**src/inc/osc_params.svh**
```systemverilog
// constants of the internal oscillator control block
`ifndef OSC_PARAMS_SVH
`define OSC_PARAMS_SVH

// ==========================================================
// register address and bit positions
`define OSC_CTRL_ADDR      8'hb2
`define BIT_EN             7
`define BIT_RDY            6
`define BIT_SUSP           5
`define BIT_SYNC           4
`define BIT_SSE            3
`define BIT_RSVD           2
`define DIV_HI             1
`define DIV_LO             0

// ==========================================================
// reset values
`define RST_EN             1'b1
`define RST_SSE            1'b0
`define RST_DIV            2'h0

// ==========================================================
// post-divider codes
`define DIV_BY8            2'h0
`define DIV_BY4            2'h1
`define DIV_BY2            2'h2
`define DIV_BY1            2'h3

// ==========================================================
// timing
`define CLK_PERIOD_NS      4
`define SETTLE_NS          1000
`define SETTLE_CYC         ((`SETTLE_NS + `CLK_PERIOD_NS - 1) / `CLK_PERIOD_NS)
`define SYNC_TIMER_CLKS    2'h3
`define DITHER_STEP_CYC    32
`define DITHER_PERIOD_CYC  384
`define DITHER_PHASES      (`DITHER_PERIOD_CYC / `DITHER_STEP_CYC)

// ==========================================================
// external oscillator mode, upper two bits of the mode field
`define XMODE_OFF          2'h0
`define XMODE_XTAL         2'h3

`endif

```
**src/inc/osc_pkg.sv**
```systemverilog
// types shared by the internal oscillator control block
package osc_pkg;

	// ==========================================================
	// oscillator life cycle
	typedef enum logic [1:0] {
		OSC_OFF,
		OSC_SETTLE,
		OSC_RUN,
		OSC_SUSP
	} osc_state_t;

	// ==========================================================
	// register bus request
	typedef struct packed {
		logic [7:0] addr;
		logic       wr;
		logic       rd;
		logic [7:0] wdata;
	} sfr_req_t;

	// ==========================================================
	// software-held control fields
	typedef struct packed {
		logic       en;
		logic       spread_dither_enable;
		logic [1:0] div;
	} ctrl_t;

	typedef struct packed {
		osc_state_t  state;
		ctrl_t       ctrl;
		logic [15:0] settle_cnt;
		logic        ready;
		logic        sync_busy;
		logic [1:0]  sync_cnt;
		logic [2:0]  div_cnt;
		logic        sys_tick;
		logic        run;
		logic [7:0]  rdata;
		logic        in_claim;
		logic        out_claim;
	} ctl_state_t;

	typedef struct packed {
		logic [4:0]        step_cnt;
		logic [3:0]        phase;
		logic signed [2:0] offset;
	} dither_state_t;

endpackage : osc_pkg

```
**src/logic/osc_dither.sv**
```systemverilog
// stepped triangle generator for spread-spectrum dithering
`include "osc_params.svh"

module osc_dither (
	input  wire logic              clk,
	input  wire logic              rst,
	input  wire logic              active,
	output logic signed [2:0]      offset
);

	osc_pkg::dither_state_t st_reg;
	osc_pkg::dither_state_t st_next;

	// ==========================================================
	// triangle shape: 0,1,2,3,2,1,0,-1,-2,-3,-2,-1
	function automatic logic signed [2:0] tri_of(input logic [3:0] ph);
		logic signed [4:0] v;
		v = 5'sh0;
		if (ph < 4'h4) begin
			v = $signed({1'b0, ph});
		end else if (ph < 4'ha) begin
			v = 5'sh6 - $signed({1'b0, ph});
		end else begin
			v = $signed({1'b0, ph}) - 5'shc;
		end
		return v[2:0];
	endfunction : tri_of

	// ==========================================================
	always_comb begin
		st_next = st_reg;
		if (!active) begin
			st_next = '0;
		end else begin
			// step every 32
			if (st_reg.step_cnt == 5'(`DITHER_STEP_CYC - 1)) begin
				st_next.step_cnt = 5'h0;
				// 384-cycle period
				if (st_reg.phase == 4'(`DITHER_PHASES - 1)) begin
					st_next.phase = 4'h0;
				end else begin
					st_next.phase = st_reg.phase + 4'h1;
				end
				st_next.offset = tri_of(st_next.phase);
			end else begin
				st_next.step_cnt = st_reg.step_cnt + 5'h1;
			end
		end
	end

	always_ff @(posedge clk) begin
		if (rst) begin
			st_reg <= '0;
		end else begin
			st_reg <= st_next;
		end
	end

	assign offset = st_reg.offset;
endmodule : osc_dither

```
**src/logic/internal_osc_control.sv**
```systemverilog
// control and status of the internal high-frequency oscillator
//
// What this block and its software do
// bit 7 enables the oscillator
// bit 6 reads frequency ready
// writing bit 5 suspends the oscillator
// enabled wake event restarts suspended oscillator
// bit 4 flags timer registers unsafe
// software avoids timer while bit 4 set
// bit 3 enables spread-spectrum dithering
// bit 2 reads zero, writes ignored
// bits 1:0 select divide 8/4/2/1
// software picks external mode and range
// crystal mode claims both oscillator pins
// other external modes claim output pin
// software makes crossbar skip claimed pins
// software sets analog inputs for those
// software sets digital input for cmos
// reset selects divide by eight
// dither triangle period is 384 cycles
// dither steps every 32 cycles
// ready low while off, high after settling
`include "osc_params.svh"

module internal_osc_control #(
	parameter int SETTLE_CYCLES = `SETTLE_CYC
) (
	input  wire logic              clk,
	input  wire logic              rst,
	input  wire osc_pkg::sfr_req_t sfr_req,
	output logic [7:0]             sfr_rdata,
	input  wire logic              wake_event,
	input  wire logic              wake_by_timer,
	input  wire logic              timer_clk_tick,
	input  wire logic [2:0]        ext_osc_mode,
	output logic                   osc_run,
	output logic                   hf_freq_ready,
	output logic                   wake_timer_sync_busy,
	output logic                   system_clock,
	output logic signed [2:0]      dither_offset,
	output logic                   osc_in_claim,
	output logic                   osc_out_claim
);

	osc_pkg::ctl_state_t st_reg;
	osc_pkg::ctl_state_t st_next;

	logic hit;
	logic wr_hit;
	logic rd_hit;

	// ==========================================================
	// helpers
	function automatic logic [2:0] div_reload(input logic [1:0] code);
		logic [2:0] r;
		r = 3'h0;
		case (code)
			`DIV_BY8: r = 3'h7;
			`DIV_BY4: r = 3'h3;
			`DIV_BY2: r = 3'h1;
			`DIV_BY1: r = 3'h0;
			default:  r = 3'h7;
		endcase
		return r;
	endfunction : div_reload

	function automatic logic [7:0] ctrl_image(input osc_pkg::ctl_state_t s);
		logic [7:0] v;
		v = 8'h00;
		v[`BIT_EN]   = s.ctrl.en;
		v[`BIT_RDY]  = s.ready;
		v[`BIT_SUSP] = (s.state == osc_pkg::OSC_SUSP);
		v[`BIT_SYNC] = s.sync_busy;
		v[`BIT_SSE]  = s.ctrl.spread_dither_enable;
		// reserved bit zero
		v[`BIT_RSVD] = 1'b0;
		v[`DIV_HI:`DIV_LO] = s.ctrl.div;
		return v;
	endfunction : ctrl_image

	// ==========================================================
	// register bus decode
	assign hit    = (sfr_req.addr == `OSC_CTRL_ADDR);
	assign wr_hit = hit && sfr_req.wr;
	assign rd_hit = hit && sfr_req.rd;

	// ==========================================================
	// next state
	always_comb begin
		st_next = st_reg;

		if (wr_hit) begin
			// enable bit
			st_next.ctrl.en  = sfr_req.wdata[`BIT_EN];
			// dither enable
			st_next.ctrl.spread_dither_enable = sfr_req.wdata[`BIT_SSE];
			// divider select
			st_next.ctrl.div = sfr_req.wdata[`DIV_HI:`DIV_LO];
		end

		case (st_reg.state)
			osc_pkg::OSC_OFF: begin
				if (st_next.ctrl.en) begin
					st_next.state      = osc_pkg::OSC_SETTLE;
					st_next.settle_cnt = 16'(SETTLE_CYCLES - 1);
				end
			end
			osc_pkg::OSC_SETTLE: begin
				if (!st_next.ctrl.en) begin
					st_next.state = osc_pkg::OSC_OFF;
				end else if (st_reg.settle_cnt == 16'h0) begin
					st_next.state = osc_pkg::OSC_RUN;
				end else begin
					st_next.settle_cnt = st_reg.settle_cnt - 16'h1;
				end
			end
			osc_pkg::OSC_RUN: begin
				if (!st_next.ctrl.en) begin
					st_next.state = osc_pkg::OSC_OFF;
				// suspend entry
				end else if (wr_hit && sfr_req.wdata[`BIT_SUSP]) begin
					st_next.state = osc_pkg::OSC_SUSP;
				end
			end
			osc_pkg::OSC_SUSP: begin
				if (!st_next.ctrl.en) begin
					st_next.state = osc_pkg::OSC_OFF;
				// wake without a write
				end else if (wake_event) begin
					st_next.state      = osc_pkg::OSC_SETTLE;
					st_next.settle_cnt = 16'(SETTLE_CYCLES - 1);
				end
			end
			default: begin
				st_next.state = osc_pkg::OSC_OFF;
			end
		endcase

		// ready only after settling
		st_next.ready = (st_next.state == osc_pkg::OSC_RUN);
		st_next.run   = (st_next.state == osc_pkg::OSC_RUN);

		// timer sync window
		if (st_next.state == osc_pkg::OSC_SUSP) begin
			// timer keeps its own clock while suspended, so hold it off limits
			st_next.sync_busy = 1'b1;
			st_next.sync_cnt  = `SYNC_TIMER_CLKS;
		end else if (st_reg.state == osc_pkg::OSC_SUSP) begin
			st_next.sync_busy = !wake_by_timer;
			st_next.sync_cnt  = `SYNC_TIMER_CLKS;
		end else if (st_reg.sync_busy && timer_clk_tick) begin
			// busy ends on the third timer clock, never later
			if (st_reg.sync_cnt == 2'h1) begin
				st_next.sync_busy = 1'b0;
			end
			st_next.sync_cnt = st_reg.sync_cnt - 2'h1;
		end

		// post-divider tick
		st_next.sys_tick = 1'b0;
		if (!st_next.run) begin
			st_next.div_cnt = 3'h0;
		end else if (st_reg.div_cnt == 3'h0) begin
			st_next.sys_tick = 1'b1;
			st_next.div_cnt  = div_reload(st_next.ctrl.div);
		end else begin
			st_next.div_cnt = st_reg.div_cnt - 3'h1;
		end

		// crystal claims both pins
		st_next.in_claim  = (ext_osc_mode[2:1] == `XMODE_XTAL);
		// any enabled mode claims output pin
		st_next.out_claim = (ext_osc_mode[2:1] != `XMODE_OFF);

		// status readback
		if (rd_hit) begin
			st_next.rdata = ctrl_image(st_reg);
		end else if (sfr_req.rd) begin
			st_next.rdata = 8'h00;
		end
	end

	// ==========================================================
	// state register
	always_ff @(posedge clk) begin
		if (rst) begin
			st_reg <= '0;
			// reset divide by eight
			st_reg.ctrl.en  <= `RST_EN;
			st_reg.ctrl.spread_dither_enable <= `RST_SSE;
			st_reg.ctrl.div <= `RST_DIV;
			// comes out of reset running and settled
			st_reg.state    <= osc_pkg::OSC_RUN;
			st_reg.ready    <= 1'b1;
			st_reg.run      <= 1'b1;
		end else begin
			st_reg <= st_next;
		end
	end

	// ==========================================================
	// dither generator
	osc_dither u_dither (
		.clk    (clk),
		.rst    (rst),
		.active (st_reg.run && st_reg.ctrl.spread_dither_enable),
		.offset (dither_offset)
	);

	// ==========================================================
	// outputs
	assign sfr_rdata            = st_reg.rdata;
	assign osc_run              = st_reg.run;
	assign hf_freq_ready        = st_reg.ready;
	assign wake_timer_sync_busy = st_reg.sync_busy;
	assign system_clock         = st_reg.sys_tick;
	assign osc_in_claim         = st_reg.in_claim;
	assign osc_out_claim        = st_reg.out_claim;
endmodule : internal_osc_control

```
**config.mk**
```make
export PLATFORM = sky130hd
export DESIGN_NAME = internal_osc_control
export DESIGN_NICKNAME = d
export VERILOG_FILES = /design/src/inc/osc_pkg.sv /design/src/logic/osc_dither.sv /design/src/logic/internal_osc_control.sv
export VERILOG_INCLUDE_DIRS = /design/src /design/src/inc
export SDC_FILE = /design/constraint.sdc
export NUM_CORES = 1
export LEC_CHECK = 0
export BUFFER_PORTS_ARGS = -buffer_cell sky130_fd_sc_hd__buf_2
export CAP_MARGIN = 10
export CORE_UTILIZATION = 55
export DETAILED_ROUTE_END_ITERATION = 8
export GPL_ROUTABILITY_DRIVEN = 0
export MAX_ROUTING_LAYER = met4
export PLACE_DENSITY = 0.78
export SLEW_MARGIN = 10
export SYNTH_ARGS = -nofsm -noshare
export SYNTH_HDL_FRONTEND = slang
export SYNTH_SLANG_ARGS = --single-unit
```
**constraint.sdc**
```tcl
create_clock -name clk -period 6.15 [get_ports clk]
set_clock_uncertainty 0.15 [all_clocks]
set_input_delay 0.615 -clock clk [delete_from_list [all_inputs] [get_ports clk]]
set_output_delay 0.615 -clock clk [all_outputs]
set_load 0.05 [all_outputs]
```
======== Yosys cells after proc, flatten, opt, wreduce, memory -nomap -nowiden ========
Index checks and enable logic that the tools add are counted.
storage, ports and cells
  register bits after elaboration ......... 51
  latch bits .............................. 0
  bits in writable memories ............... 0
  memory bits (read-only) ................. 0
  input port bits ......................... 26
  output and inout port bits .............. 17
  memories kept ........................... 0
operators by class
  add/sub/neg operators ................... 7
  $mul .................................... 0
  div/mod/pow operators ................... 0
  order comparisons ....................... 2
  equal/unequal tests ..................... 18
  shifts and indexed selects .............. 0
  muxes and demuxes ....................... 29
  bitwise logic cells ..................... 2
  reductions and logical operators ........ 20
operator list
  kind                                                         number
  two-way mux 16 bit                                           5
  case mux 16 bit (3 select lines)                             1
  two-way mux 3 bit                                            6
  zero test 16 bit                                             1
  two-way mux 4 bit                                            4
  two-way mux 8 bit                                            2
  subtractor 16 x 1 -> 16 bit (second input constant)          1
  == test 2 bit (second input constant)                        7
  two-way mux 2 bit                                            7
  case mux 3 bit (4 select lines)                              1
  inequality test 2 bit (second input constant)                5
  nonzero test 3 bit                                           3
  == test 8 bit (second input constant)                        1
  case mux 2 bit (4 select lines)                              1
  == test 2 x 1 -> 1 bit (second input constant)               3
  AND reduction 6 bit                                          1
  adder 5 x 1 -> 5 bit (second input constant)                 1
  == test 5 bit (second input constant)                        1
  logical AND 1 bit                                            5
  adder 4 x 1 -> 4 bit (second input constant)                 1
  == test 4 bit (second input constant)                        1
  zero test 2 bit                                              2
  less-than comparator 4 x 3 -> 1 bit (second input constant)  1
  less-than comparator 4 bit (second input constant)           1
  12 further kinds                                             16

======== Depth between registers and ports, before layout ========
  depth after elaboration ................. 9
  gate-level depth with buffers ........... 10

======== By module ========
Synthesis repeated with hierarchy kept, for this count alone.
unflattened totals
  cell total of the unflattened synthesis .. 326
  area, all modules ....................... 2835.2 um^2
modules (own cells, without submodules)
  module                times used  cells an instance  area each (um^2)  sequential area each (um^2)
  internal_osc_control  1           246                2153.3            780.7
  osc_dither            1           80                 681.9             220.2

======== Worst setup path before layout ========
OpenSTA, ideal clock, no wires.
  path kind ............................... input port to flip-flop
  start ................................... input port sfr_req[15] (netlist name)
  end ..................................... register st_reg[19] (netlist name)
  library setup time ...................... 129 ps
  arrival ................................. 2263 ps
  data required time ...................... 5871 ps
  setup slack ............................. 3608 ps
  stages .................................. 9
  cell sequence ........................... and4b_1 -> and3_1 -> buf_4 -> o311ai_1 -> clkbuf_1 -> buf_2 -> buf_2 -> o21ai_0 -> nor3b_1
between the ends
  longest elaborated chain between the ends .. 5
  elaborated cells on any way between the ends .. 7
  those cells by class .................... 4 x eq/ne; 1 x mux; 2 x reduce/logical
ends and longest elaborated chain
  item                                      RTL line                     source
  from (decl)                               internal_osc_control.sv:30   input wire osc_pkg::sfr_req_t sfr_req,
  == test 8 bit (no source line) (*)        --
  logical AND 1 bit (*)                     internal_osc_control.sv:84   assign wr_hit = hit && sfr_req.wr;
  two-way mux 4 bit (*)                     internal_osc_control.sv:92   if (wr_hit) begin
  inequality test 2 bit (no source line)    --
  AND reduction 6 bit (no source line) (*)  --
  to (signal assigned)                      internal_osc_control.sv:197  st_reg <= st_next;
  to (decl)                                 internal_osc_control.sv:45   osc_pkg::ctl_state_t st_reg;
Mark *: on every way between the ends. The rest lies on a longest branch, timed or not.
A chain may end at the register's enable or synchronous reset.

======== Worst setup path after layout ========
  start ................................... input port sfr_req[10] (netlist name)
  end ..................................... register st_reg[19] (netlist name)
Same word-level chain as after synthesis.

==> metrics <==
CP max stage delay 0.72 ns; I/O pin cnt 43; crit path time final about 2.8 ns; Iter 0 DRT Violations 75; HP Start u_dither.st_reg[7]; achievable frequency about 0.36 GHz; critical-path cell list buf_2 > nor4b_4 > and3_1 > mux2i_1 > o21a_1 > o21ai_0 > nor3b_1; Reg-to-Reg End st_reg[19]; CTS Buf Count 5; CTS tree built; Clock Tree Buf Depth 2; nets@finish about 390; area of the multi-input gates 1560 µm²; DRC viols 0; Yosys cell types 49; number of synthesized flops with an enable pin 0; Synth Instances 337; combinational share of power 40.7%; Mapped Area 2780 µm²; area grow syn2layout 7.07%; Sum Neg Setup Slack 0 ns; final hold violation count 0; register area share after synthesis 36.0%; Clk pin slew, worst setup/hold paths approximately 0.09 ns; run status finished, final reports clean; worst slew pin tran approximately 0.83 ns; Yosys reg bits 50; final cycle utilization of the critical path roughly 45%; R2R cell count 8; Setup Viol. Count Final 0; CP max stage cell o21a_1; first-pass GRT wire length 8840 µm; port buffer count 37; Final Instance Area 2980 µm²; Sink Count 50; CTS resizes 0; vias 2367; Die Span Y 73.1 µm; VDD IR max 0.000241 V; Power Density 355 nW/µm²; hold slack approximately 0.31 ns; non-filler cells, final approximately 420; Antenna Nets Post-Route 0; Post-Syn Nets 376; vias in the first global route 2060; H-tree levels 2; Final WS setup around 3.4 ns; Via density 5.66; LEAKAGE 1.16 nW; root buffer cell clkbuf_8; GRT Util Overall between 20% and 30%; commonest non-fill, non-tap cell in the layout dfxtp_1; Core Region 4790 µm²; Setup Buffers After CTS 0; Sw Pwr 0.433 mW; RSZ-0062 raised after global routing false; Worst setup EP type flip-flop; Seq. cell area 1000 µm²; FF-to-FF setup slack 3.47 ns; HP Class reg2reg; critical path arrival 2.83 ns; Inst Count DP 410; die width 73.1 µm; gr ovfl total 0; DP HPWL 3820 µm; Hold-fix buffers, CTS 0; n_diodes 0; Hold Path End u_dither.st_reg[7]; CP Max Fanout 30; fill count between 400 and 500; Post-synth ARST share 0%; dominant synthesized flop cell dfxtp_1; routed wire length 5360 µm; Slew Viols, Final 0; worst path required time 6.18 ns; Starting Density 58.1%; number of flip-flops in the largest register 27; initial antenna violation count 0; Final Util 62.2%; worst skew pair latency 0.32 ns; Avg Inst Size Synth 8.25 µm²; drt pass-1 iters 4; die area ~5300 µm²; layout cell share with drive strength beyond 1 between 10% and 20%; internal power 0.624 mW; Reg2Reg Launch Point st_reg[19]; largest net degree at the start of global routing 33; startpoint class of the critical path input pin; WS Path Type in2reg; DP Area between 2000 and 3000 µm²; average wire per cell in the routed design 12.8 µm; yosys warns 0; sequential share of power about two fifths; row cnt 25; DP Worst Slack 3.01 ns; Slew headroom 44.5%; total of max-cap violations 0; Total Power Consumption 1.06 mW; WHS Path Cells 1; clock share of power 19.0%; most frequent cells in the layout dfxtp_1, buf_2, nor2_1; sw frac 41.0%
[area by class of cell]
class / count / share of cell area, %
Clock inverter: 3 / 0.841
Tap cell: 67 / 2.82
Sequential cell: 50 / 33.6
Multi-Input combinational cell: 244 / 52.5
Clock buffer: 5 / 2.31
Timing Repair Buffer: 38 / 6.48
Inverter: 11 / 1.39
[cells by family (layout without fill, tap and decap cells)]
| logic type | count (synthesis) | count (layout) | share of synthesized area (%) |
|---|---|---|---|
| and+or+nand+nor | 140 | 140 | 28.5 |
| AOI/OAI and AO/OA | 78 | 78 | 17.3 |
| DFF | 50 | 50 | 36.0 |
| buffers and inverters | 43 | 57 | 8.01 |
| adders and majority gates | 13 | 13 | 5.85 |
| muxes | 8 | 8 | 2.93 |
| xor gates and xnor gates | 4 | 4 | 1.26 |
| other | 1 | 1 | 0.135 |
[worst max-delay path by stage]
stage | from | depth (start not counted) | slack [ns] | endpoint
global placement | sfr_req[10] | 7 | 3.05 | st_reg[19]
CTS | sfr_req[10] | 7 | 3.35 | st_reg[31]
finish | sfr_req[10] | 7 | 3.36 | st_reg[19]
floorplan | sfr_req[15] | 9 | 3.61 | st_reg[19]
detailed placement | sfr_req[10] | 7 | 3.01 | st_reg[31]
global route | sfr_req[10] | 7 | 3.13 | st_reg[22]
[worst max-delay path, delay by kind of cell]
kind | cells | cell delay, ns
and+or+nand+nor | 3 | 0.84
AOI/OAI and AO/OA | 2 | 0.86
muxes | 1 | 0.40
buffers and inverters | 1 | 0.11
[routing by layer]
| metal | track usage [%] | vias to the layer above | share of wire (%) |
|---|---|---|---|
| met2 | 36.2 | 21 | 49 |
| met3 | 5.39 | 6 | 2.2 |
| li1 | - | 1228 | - |
| met4 | 7.19 | 0 | 1.4 |
| met5 | - | - | 0 |
| met1 | 26.4 | 1112 | 48 |
[power by group through the flow]
stage               Combinational, mW  Sequential (mW)  Clock (mW)
CTS                             0.431            0.423       0.206
global placement                0.414            0.429           0
floorplan                       0.321            0.442           0
detailed placement              0.428            0.431           0
finish                          0.430            0.425       0.201
global route                    0.486            0.431       0.216
[Yosys cell counts (3+ instances only)]
cell | instances | share of area, %
nand2_1 | 17 | 2.3
nor4_1 | 3 | 0.68
nor2b_1 | 14 | 3.2
buf_4 | 13 | 3.5
dfxtp_1 | 50 | 36
a31oi_1 | 6 | 1.4
a22oi_1 | 3 | 0.81
a21oi_1 | 30 | 5.4
nor3_1 | 8 | 1.4
buf_2 | 4 | 0.72
clkbuf_1 | 14 | 1.9
mux2i_1 | 7 | 2.5
o21ai_0 | 14 | 2.5
nand2b_1 | 9 | 2.0
ha_1 | 13 | 5.9
o31ai_1 | 11 | 3.0
nand3b_1 | 3 | 0.81
nor3b_1 | 7 | 1.9
nor2_1 | 32 | 4.3
and3_1 | 5 | 1.1
or3_1 | 8 | 1.8
nand3_1 | 10 | 1.8
or4_1 | 14 | 3.8
inv_1 | 11 | 1.5
Note: power is estimated with default switching activity, not from simulation.
